**config.mk**
```make
export PLATFORM = sky130hd
export DESIGN_NAME = rscmb_top
export DESIGN_NICKNAME = d
export VERILOG_FILES = /design/src/pkg/rscmb_pkg.sv /design/src/rtl/rscmb_top.sv /design/src/rtl/rscmb_sync.sv /design/src/rtl/rscmb_filter.sv
export VERILOG_INCLUDE_DIRS = /design/src /design/src/pkg
export SDC_FILE = /design/constraint.sdc
export NUM_CORES = 1
export LEC_CHECK = 0
export BUFFER_PORTS_ARGS = -buffer_cell sky130_fd_sc_hd__buf_2
export CORE_ASPECT_RATIO = 0.6
export CORE_MARGIN = 5
export CORE_UTILIZATION = 55
export CTS_BUF_LIST = sky130_fd_sc_hd__clkbuf_8
export CTS_CLUSTER_DIAMETER = 50
export CTS_CLUSTER_SIZE = 8
export DETAILED_ROUTE_END_ITERATION = 6
export GPL_TIMING_DRIVEN = 0
export PLACE_DENSITY_LB_ADDON = 0.08
export SLEW_MARGIN = 10
export SYNTH_ARGS = -nofsm -noshare
export SYNTH_HDL_FRONTEND = slang
export SYNTH_SLANG_ARGS = --single-unit
```
**constraint.sdc**
```tcl
create_clock -name clk_sys -period 3.6 [get_ports clk_sys]
set_clock_uncertainty 0.15 [all_clocks]
set_input_delay 0.72 -clock clk_sys [delete_from_list [all_inputs] [get_ports clk_sys]]
set_output_delay 0.72 -clock clk_sys [all_outputs]
set_load 0.01 [all_outputs]
```
**src/pkg/rscmb_regs.svh**
```systemverilog
`ifndef RSCMB_REGS_SVH
`define RSCMB_REGS_SVH
// register byte addresses (printed offset 0x096 is not a multiple of four, so index*4)
`define RSCMB_IDX_CAUSE      8'h96
`define RSCMB_ADDR_CAUSE     10'h0258
`define RSCMB_ADDR_IRQ_STAT  10'h0260
`define RSCMB_ADDR_IRQ_MASK  10'h0264
`define RSCMB_ADDR_CTRL      10'h0268
// reset cause flag bit positions
`define RSCMB_BIT_STKOVF     7
`define RSCMB_BIT_STKUNF     6
`define RSCMB_BIT_RWDT       4
`define RSCMB_BIT_RPIN       3
`define RSCMB_BIT_RI         2
`define RSCMB_BIT_POR        1
`define RSCMB_BIT_BOR        0
// cause register value loaded by nrst at power-on; a brown-out only clears the BOR bit
`define RSCMB_CAUSE_RST      8'h1c
// writable mask of cause register
`define RSCMB_CAUSE_WMASK    8'hdf
// interrupt status bit positions
`define RSCMB_IRQ_BOR        0
`define RSCMB_IRQ_PIN        1
`define RSCMB_IRQ_RI         2
`define RSCMB_IRQ_W          3
// control register bits
`define RSCMB_CTRL_PULLUP    0
`define RSCMB_CTRL_SWRST     1
// timing
`define RSCMB_FILT_CYC       8
`define RSCMB_START_CYC      10
`endif

```
**src/pkg/rscmb_pkg.sv**
```systemverilog
package rscmb_pkg;
  // static configuration word bits
  typedef struct packed {
    logic low_power_brownout_detector_en;
    logic pin_en;
    logic lvp_en;
  } rscmb_cfg_t;
  // reset sources from analog side and core
  typedef struct packed {
    logic low_power_brownout_detector_req;
    logic bor_req;
    logic por_req;
    logic wdt_req;
    logic stk_ovf;
    logic stk_unf;
    logic reset_instr;
  } rscmb_src_t;
  typedef enum logic [1:0] {
    RSCMB_HOLD,
    RSCMB_WAIT_PIN,
    RSCMB_COUNT,
    RSCMB_RUN
  } rscmb_state_t;
endpackage

```
**src/rtl/rscmb_top.sv**
```systemverilog
// Functional notes
// - low-power detector undervoltage holds the system in reset.
// - both brown-out sources clear one shared brown-out cause flag.
// - low-power detector enabled only by config bit; erased means off.
// - or both brown-out requests into one generic brown-out reset.
// - pin function on if low-voltage programming set, else follows pin enable.
// - enabled pin held low keeps the device in reset.
// - filter ignores short low pulses on the reset pin.
// - no reset source drives the reset pin; it is input only.
// - disabled pin is a general input with software pull-up.
// - after release wait for timers and the pin before running.
// - run ten cycles after pin release when timers done.
// - reset instruction resets device and clears reset-instruction flag.
`include "rscmb_regs.svh"
module rscmb_top
  import rscmb_pkg::*;
#(
  parameter int FILT_CYC  = `RSCMB_FILT_CYC,
  parameter int START_CYC = `RSCMB_START_CYC
) (
  input  wire logic       clk_sys,
  input  wire logic       nrst,
  input  wire rscmb_cfg_t cfg,
  input  wire rscmb_src_t src,
  input  wire logic       pwrt_done,
  input  wire logic       ost_done,
  input  wire logic       reset_pin_in,
  output logic            reset_pin_out,
  output logic            reset_pin_oe,
  output logic            reset_pin_pullup,
  output logic            gpio_in,
  output logic            generic_bor,
  output logic            sys_reset,
  output logic            cpu_run,
  output logic            irq,
  input  wire logic [9:0] addr,
  input  wire logic [7:0] wdata,
  input  wire logic       wr,
  input  wire logic       rd,
  output logic [31:0]     rdata
);
  localparam int SW = $clog2(START_CYC + 1);
  logic [1:0]              async_s;
  logic                    pin_low_s;
  logic                    pin_held;
  logic [7:0]              cause_q;
  logic [`RSCMB_IRQ_W-1:0] stat_q;
  logic [`RSCMB_IRQ_W-1:0] mask_q;
  logic                    pullup_q;
  logic                    swrst_q;
  logic [SW-1:0]           cnt_q;
  rscmb_state_t            st_q;
  rscmb_state_t            st_d;
  logic                    bor_hold_q;
  logic                    pin_rst_q;

  // source combination
  wire low_power_brownout_detector_w    = cfg.low_power_brownout_detector_en & async_s[1];
  wire gbor_w     = low_power_brownout_detector_w | async_s[0];
  wire pin_en_w   = cfg.lvp_en | cfg.pin_en;
  wire pin_rst_w  = pin_en_w & pin_held;
  wire pin_wait_w = pin_en_w & pin_low_s;
  wire hard_w     = gbor_w | src.por_req;
  wire soft_w     = src.wdt_req | src.stk_ovf | src.stk_unf | src.reset_instr | swrst_q;
  wire any_rst_w  = hard_w | soft_w | pin_rst_w;

  // pin inverted so a cleared flop reads as a released pin, no false low after reset
  rscmb_sync #(.W(3)) u_sync (
    .clk_sys (clk_sys),
    .nrst    (nrst),
    .d       ({~reset_pin_in, src.low_power_brownout_detector_req, src.bor_req}),
    .q       ({pin_low_s, async_s})
  );

  // noise filter on the synchronised low level
  rscmb_filter #(.N(FILT_CYC)) u_filt (
    .clk_sys  (clk_sys),
    .nrst     (nrst),
    .pin_low  (pin_en_w & pin_low_s),
    .held_low (pin_held)
  );

  // bus decode
  wire sel_cause = (addr == `RSCMB_ADDR_CAUSE);
  wire sel_stat  = (addr == `RSCMB_ADDR_IRQ_STAT);
  wire sel_mask  = (addr == `RSCMB_ADDR_IRQ_MASK);
  wire sel_ctrl  = (addr == `RSCMB_ADDR_CTRL);
  wire wr_cause  = wr & sel_cause;
  wire wr_stat   = wr & sel_stat;
  wire wr_mask   = wr & sel_mask;
  wire wr_ctrl   = wr & sel_ctrl;
  wire [7:0] rd_w = sel_cause ? cause_q :
                    sel_stat  ? {5'h00, stat_q} :
                    sel_mask  ? {5'h00, mask_q} :
                    sel_ctrl  ? {6'h00, 1'b0, pullup_q} : 8'h00;

  // interrupt events and register next values; a new event beats a clear
  wire [`RSCMB_IRQ_W-1:0] ev_w   = {src.reset_instr, pin_rst_w & ~pin_rst_q,
                                    gbor_w & ~bor_hold_q};
  wire [`RSCMB_IRQ_W-1:0] clr_w  = wr_stat ? wdata[`RSCMB_IRQ_W-1:0] : '0;
  wire [`RSCMB_IRQ_W-1:0] stat_d = (stat_q & ~clr_w) | ev_w;
  wire [`RSCMB_IRQ_W-1:0] mask_d = wr_mask ? wdata[`RSCMB_IRQ_W-1:0] : mask_q;
  wire pullup_d = wr_ctrl ? wdata[`RSCMB_CTRL_PULLUP] : pullup_q;
  wire swrst_d  = wr_ctrl & wdata[`RSCMB_CTRL_SWRST];

  // cause flags: active low except the two stack flags, which set high; a hardware clear wins over a re-arm write
  wire [7:0] cause_sw_w  = wr_cause ? ((cause_q & ~`RSCMB_CAUSE_WMASK) |
                                       (wdata & `RSCMB_CAUSE_WMASK)) : cause_q;
  wire [7:0] cause_clr_w = {3'h0, src.wdt_req, pin_rst_w,
                            src.reset_instr, 1'b0, gbor_w};
  wire [7:0] cause_set_w = {src.stk_ovf, src.stk_unf, 6'h00};
  wire [7:0] cause_d     = (cause_sw_w & ~cause_clr_w) | cause_set_w;

  // start-up sequencer
  always_comb begin
    st_d = st_q;
    case (st_q)
      RSCMB_HOLD: begin
        if (!any_rst_w && pwrt_done && ost_done) begin
          st_d = RSCMB_WAIT_PIN;
        end
      end
      RSCMB_WAIT_PIN: begin
        if (any_rst_w) begin
          st_d = RSCMB_HOLD;
        end else if (!pin_wait_w) begin
          st_d = RSCMB_COUNT;
        end
      end
      RSCMB_COUNT: begin
        if (any_rst_w) begin
          st_d = RSCMB_HOLD;
        end else if (cnt_q == SW'(START_CYC - 1)) begin
          st_d = RSCMB_RUN;
        end
      end
      RSCMB_RUN: begin
        if (any_rst_w) begin
          st_d = RSCMB_HOLD;
        end
      end
      default: begin
        st_d = RSCMB_HOLD;
      end
    endcase
  end

  // start delay counter next value
  wire [SW-1:0] cnt_d = (st_q == RSCMB_COUNT) ? cnt_q + 1'b1 : '0;

  // output next values
  wire [31:0] rdata_d = rd ? {24'h00_0000, rd_w} : 32'h0000_0000;
  wire        run_d   = (st_d == RSCMB_RUN);
  wire        srst_d  = any_rst_w | ~run_d;
  wire        irq_d   = |(stat_q & mask_q);
  wire        gpio_d  = pin_en_w ? 1'b0 : ~pin_low_s;
  wire        pull_d  = pin_en_w ? 1'b1 : pullup_q;

  // cause flags
  always_ff @(posedge clk_sys or negedge nrst) begin
    if (!nrst) begin
      cause_q <= `RSCMB_CAUSE_RST;
    end else begin
      cause_q <= cause_d;
    end
  end

  // interrupt status
  always_ff @(posedge clk_sys or negedge nrst) begin
    if (!nrst) begin
      stat_q <= '0;
    end else begin
      stat_q <= stat_d;
    end
  end

  // interrupt mask
  always_ff @(posedge clk_sys or negedge nrst) begin
    if (!nrst) begin
      mask_q <= '0;
    end else begin
      mask_q <= mask_d;
    end
  end

  // software pull-up for the general input mode
  always_ff @(posedge clk_sys or negedge nrst) begin
    if (!nrst) begin
      pullup_q <= 1'b1;
    end else begin
      pullup_q <= pullup_d;
    end
  end

  // one-cycle software reset request
  always_ff @(posedge clk_sys or negedge nrst) begin
    if (!nrst) begin
      swrst_q <= 1'b0;
    end else begin
      swrst_q <= swrst_d;
    end
  end

  // sequencer state
  always_ff @(posedge clk_sys or negedge nrst) begin
    if (!nrst) begin
      st_q <= RSCMB_HOLD;
    end else begin
      st_q <= st_d;
    end
  end

  // start delay counter
  always_ff @(posedge clk_sys or negedge nrst) begin
    if (!nrst) begin
      cnt_q <= '0;
    end else begin
      cnt_q <= cnt_d;
    end
  end

  // brown-out history for the rising edge event
  always_ff @(posedge clk_sys or negedge nrst) begin
    if (!nrst) begin
      bor_hold_q <= 1'b0;
    end else begin
      bor_hold_q <= gbor_w;
    end
  end

  // pin reset history for the rising edge event
  always_ff @(posedge clk_sys or negedge nrst) begin
    if (!nrst) begin
      pin_rst_q <= 1'b0;
    end else begin
      pin_rst_q <= pin_rst_w;
    end
  end

  // read data, one cycle after the strobe, else zero
  always_ff @(posedge clk_sys or negedge nrst) begin
    if (!nrst) begin
      rdata <= '0;
    end else begin
      rdata <= rdata_d;
    end
  end

  // generic brown-out level
  always_ff @(posedge clk_sys or negedge nrst) begin
    if (!nrst) begin
      generic_bor <= 1'b0;
    end else begin
      generic_bor <= gbor_w;
    end
  end

  // system reset level
  always_ff @(posedge clk_sys or negedge nrst) begin
    if (!nrst) begin
      sys_reset <= 1'b1;
    end else begin
      sys_reset <= srst_d;
    end
  end

  // start-up done
  always_ff @(posedge clk_sys or negedge nrst) begin
    if (!nrst) begin
      cpu_run <= 1'b0;
    end else begin
      cpu_run <= run_d;
    end
  end

  // level interrupt
  always_ff @(posedge clk_sys or negedge nrst) begin
    if (!nrst) begin
      irq <= 1'b0;
    end else begin
      irq <= irq_d;
    end
  end

  // general input level while the reset function is off
  always_ff @(posedge clk_sys or negedge nrst) begin
    if (!nrst) begin
      gpio_in <= 1'b0;
    end else begin
      gpio_in <= gpio_d;
    end
  end

  // pull-up control of the pin
  always_ff @(posedge clk_sys or negedge nrst) begin
    if (!nrst) begin
      reset_pin_pullup <= 1'b1;
    end else begin
      reset_pin_pullup <= pull_d;
    end
  end

  // the pin is never driven by any reset source
  always_ff @(posedge clk_sys or negedge nrst) begin
    if (!nrst) begin
      reset_pin_out <= 1'b0;
      reset_pin_oe  <= 1'b0;
    end else begin
      reset_pin_out <= 1'b0;
      reset_pin_oe  <= 1'b0;
    end
  end
endmodule

```
**src/rtl/rscmb_sync.sv**
```systemverilog
module rscmb_sync
  import rscmb_pkg::*;
#(
  parameter int W = 1
) (
  input  wire logic         clk_sys,
  input  wire logic         nrst,
  input  wire logic [W-1:0] d,
  output logic      [W-1:0] q
);
  logic [W-1:0] s1_q;
  // two-stage synchroniser, first stage read only by second
  always_ff @(posedge clk_sys or negedge nrst) begin
    if (!nrst) begin
      s1_q <= '0;
      q    <= '0;
    end else begin
      s1_q <= d;
      q    <= s1_q;
    end
  end
endmodule

```
**src/rtl/rscmb_filter.sv**
```systemverilog
`include "rscmb_regs.svh"
module rscmb_filter
  import rscmb_pkg::*;
#(
  parameter int N = `RSCMB_FILT_CYC
) (
  input  wire logic clk_sys,
  input  wire logic nrst,
  input  wire logic pin_low,
  output logic      held_low
);
  localparam int CW = $clog2(N + 1);
  logic [CW-1:0] cnt_q;
  // accept low only after N+1 stable cycles; any high restarts
  always_ff @(posedge clk_sys or negedge nrst) begin
    if (!nrst) begin
      cnt_q    <= '0;
      held_low <= 1'b0;
    end else if (!pin_low) begin
      cnt_q    <= '0;
      held_low <= 1'b0;
    end else if (cnt_q != CW'(N)) begin
      cnt_q    <= cnt_q + 1'b1;
    end else begin
      held_low <= 1'b1;
    end
  end
endmodule

```
==> out/metrics.csv <==
stage,metric,value,unit
sta,Fin Setup TNS,0,ns
pwr,Comb power frac,9.3,%
clocking,clock tree buffer depth,2,
placement,placed inst area,2470,µm²
route,vias,1487,
clocking,CTS tree,done,
floorplan,chip width,89.5,µm
floorplan,Die Y,57.7,µm
worst_setup_path,Critical-path top delay cell,nor4b_1,
floorplan,die footprint,5170,µm²
worst_setup_path,critical path class,in2reg,
pwr,Reg power frac,52.8,%
clocking,postcts setup bufs,0,
layout,FF+latch area,1180,µm²
placement,Port-buffer cells,46,
sta,Hold Slack,0.203,ns
pwr,internal cell power,806,µW
grt,vias in the first global route,1392,
worst_setup_path,Critical Path Fanout Max,10,
worst_setup_path,CP Capture Type,register,
layout,fill count,302,
clocking,Skew-Pair Late Insertion Delay,0.30,ns
worst_setup_path,Worst Path Required,3.62,ns
yosys,post-synth top area share,49.2,%
route,final antenna-violating net count,0,
yosys,"Avg Cell Area, Syn",11.0,µm²
clocking,clock sinks,47,
grt,global-route wire length before repair,6.29,mm
sta,fmax,0.505,GHz
sta,max-slew violation count,0,
worst_setup_path,CP cell instances,"buf_2, nor4b_1, nand4_1, clkbuf_1, nor3_1, a21oi_1",
pwr,Pleak,0.00136,µW
floorplan,cell row count,17,
yosys,Mapped Area,2090,µm²
floorplan,# IOs,75,
status,status,"complete, no violations",
grt,initial antenna violation count,0,
yosys,Cells after Synth,189,
pwr,clock power share,37.9,%
layout,nets,307,
sta,unrepaired setup endpoints after global routing,false,
sta,# setup viols final,0,
yosys,most common cell in the synthesized netlist,dfrtp_1,
layout,Area Growth Syn to Fin,24.2,%
yosys,count of cell types in the netlist,39,
pwr,worst vdd ir,0.000293,V
grt,grt ovf,0,
pwr,Switch Pwr,221,µW
yosys,"EDFF count, synth",0,
layout,layout cell share with drive strength beyond 1,34.9,%
grt,largest net degree at the start of global routing,48,
pwr,power density cells,396,nW/µm²
clocking,cts hold-fix bufs,0,
floorplan,Initial Util,57.0,%
clocking,cts bufs inserted,5,
sta,slew margin rel.,35.3,%
worst_setup_path,crit path DAT,2.01,ns
grt,GRT Overall Usage,16.2,%
route,drt total wl,3.85,mm
yosys,synth top area cells,"dfrtp_1, buf_4, dfstp_2",
min_path,path type of the worst min-delay path,reg2reg,
worst_setup_path,"slowest stage delay, CP",0.35,ns
layout,Finished Cell Area,2590,µm²
sta,crit share post-route,55.0,%
floorplan,Core Area,3660,µm²
yosys,Syn. warnings,0,
placement,HPWL after DPL,3.01,mm
run,max-cap viol count,0,
route,TritonRoute pass-1 iters,4,
layout,n_diodes,0,
route,Vias/cell,4.71,
yosys,register area share after synthesis,56.7,%
clocking,PostCTS Resize Cnt,0,
route,drt drc,0,
yosys,Synth top cells by count,"dfrtp_1, buf_4, nor2_1",
sta,worst-margin pin slew,0.971,ns
yosys,Post-synth ARST share,100,%
sta,"Hold Vio Cnt, Final",0,
placement,Placer Congestion,0.797,
pwr,Pwr Total,1030,µW
clocking,clock slew at reported path FFs,0.08,ns
yosys,post-synthesis register bit count,47,
clocking,# H-tree levels,2,
route,initial DRC count,72,
clocking,clk root buf,clkbuf_8,
pwr,Switching Fraction,21.5,%
yosys,top_reg_cell synth,dfrtp_1,
sta,final worst path period need,1.98,ns
worst_setup_path,startpoint types,input port,
layout,Multi-input gate area,759,µm²
yosys,biggest area consumer among synthesized cells,dfrtp_1,
route,DR WL/cell,12.2,µm
## worst max-delay path: cells and delay by family
family	cells	cell delay [ns]
compound gates	1	0.06
buf+inv	2	0.40
simple gates	3	0.82
## through the flow
step	setup WS, ns	utilization [%]	std cells
2_1_floorplan	1.61	-	215
3_3_place_gp	1.30	67.6	308
3_5_place_dp	1.30	67.6	308
4_1_cts	1.61	70.8	316
5_1_grt	1.46	70.8	316
6_report	1.62	70.8	316
## metal layers
layer	vias to the layer above	part of all wire (%)	track usage [%]
met5	-	0	0
met4	0	1.2	5.73
met3	5	10	6.25
met2	57	39	20.8
met1	685	49	24.6
li1	740	-	-
## state kept, by name, indices dropped and copies added, names as in the netlist
signal,flops
u_sync.s1_q,3
irq,1
cpu_run,1
stat_q,3
reset_pin_pullup,1
st_q,2
u_filt.held_low,1
generic_bor,1
gpio_in,1
swrst_q,1
cause_q,7
cnt_q,4
u_filt.cnt_q,4
sys_reset,1
rdata,8
pullup_q,1
u_sync.q,3
mask_q,3
pin_rst_q,1
## final cells by class
| type | instances | share of cell area [%] |
|---|---|---|
| inverters | 10 | 1.45 |
| clock inverters | 2 | 1.35 |
| well taps | 47 | 2.27 |
| flip-flops and latches | 47 | 45.7 |
| multi-input cells | 130 | 29.3 |
| repair buffers | 46 | 8.88 |
| clock buffers | 6 | 3.19 |
| plain buffers | 28 | 7.87 |
## power by group through the flow
stage	registers (µW)	logic (µW)	clock network (µW)
CTS	543	94.8	400
finish	542	95.5	389
global route	544	109	426
floorplan	553	53.2	0
detailed placement	553	94.4	0
global placement	552	93.9	0
## cells by family after synthesis
group           share of synthesized area (%)
flops                                    56.7
simple gates                             15.6
xor+xnor                                 1.68
buf+inv                                  11.6
fa+ha+maj                                2.40
compound gates                           7.19
other cells                             0.180
mux                                      4.62
## cell usage in the layout (no fill, tap or decap), drive strengths merged, types with 3 or more instances in the layout
cell type / n
inv: 10
dfrtp: 41
nand3: 4
dfstp: 6
nand2: 8
mux2i: 4
nor3: 4
mux2: 5
nor2: 21
ha: 4
conb: 27
and2: 6
clkbuf: 7
o21ai: 10
buf: 73
a21oi: 8
a22oi: 3
nand4: 4
## path summary, 6_finish.rpt
path / from / endpoint / slack [ns] / depth (start not counted)
hold reg to reg: u_sync.s1_q[2]$_DFF_PN0_ / u_sync.q[2]$_DFF_PN0_ / 0.20 / 0
setup / recovery: addr[1] / cause_q[6]$_DFF_PN0_ / 1.62 / 6
setup reg to reg: u_sync.q[0]$_DFF_PN0_ / cpu_run$_DFF_PN0_ / 2.07 / 4
max in group asynchronous: nrst / u_filt.cnt_q[1]$_DFFE_PN0P_ / 2.28 / 1
hold / removal: u_sync.s1_q[2]$_DFF_PN0_ / u_sync.q[2]$_DFF_PN0_ / 0.20 / 0
min in group asynchronous: nrst / stat_q[2]$_DFF_PN0_ / 0.43 / 1
No activity file was read; power rests on OpenSTA's default activity.
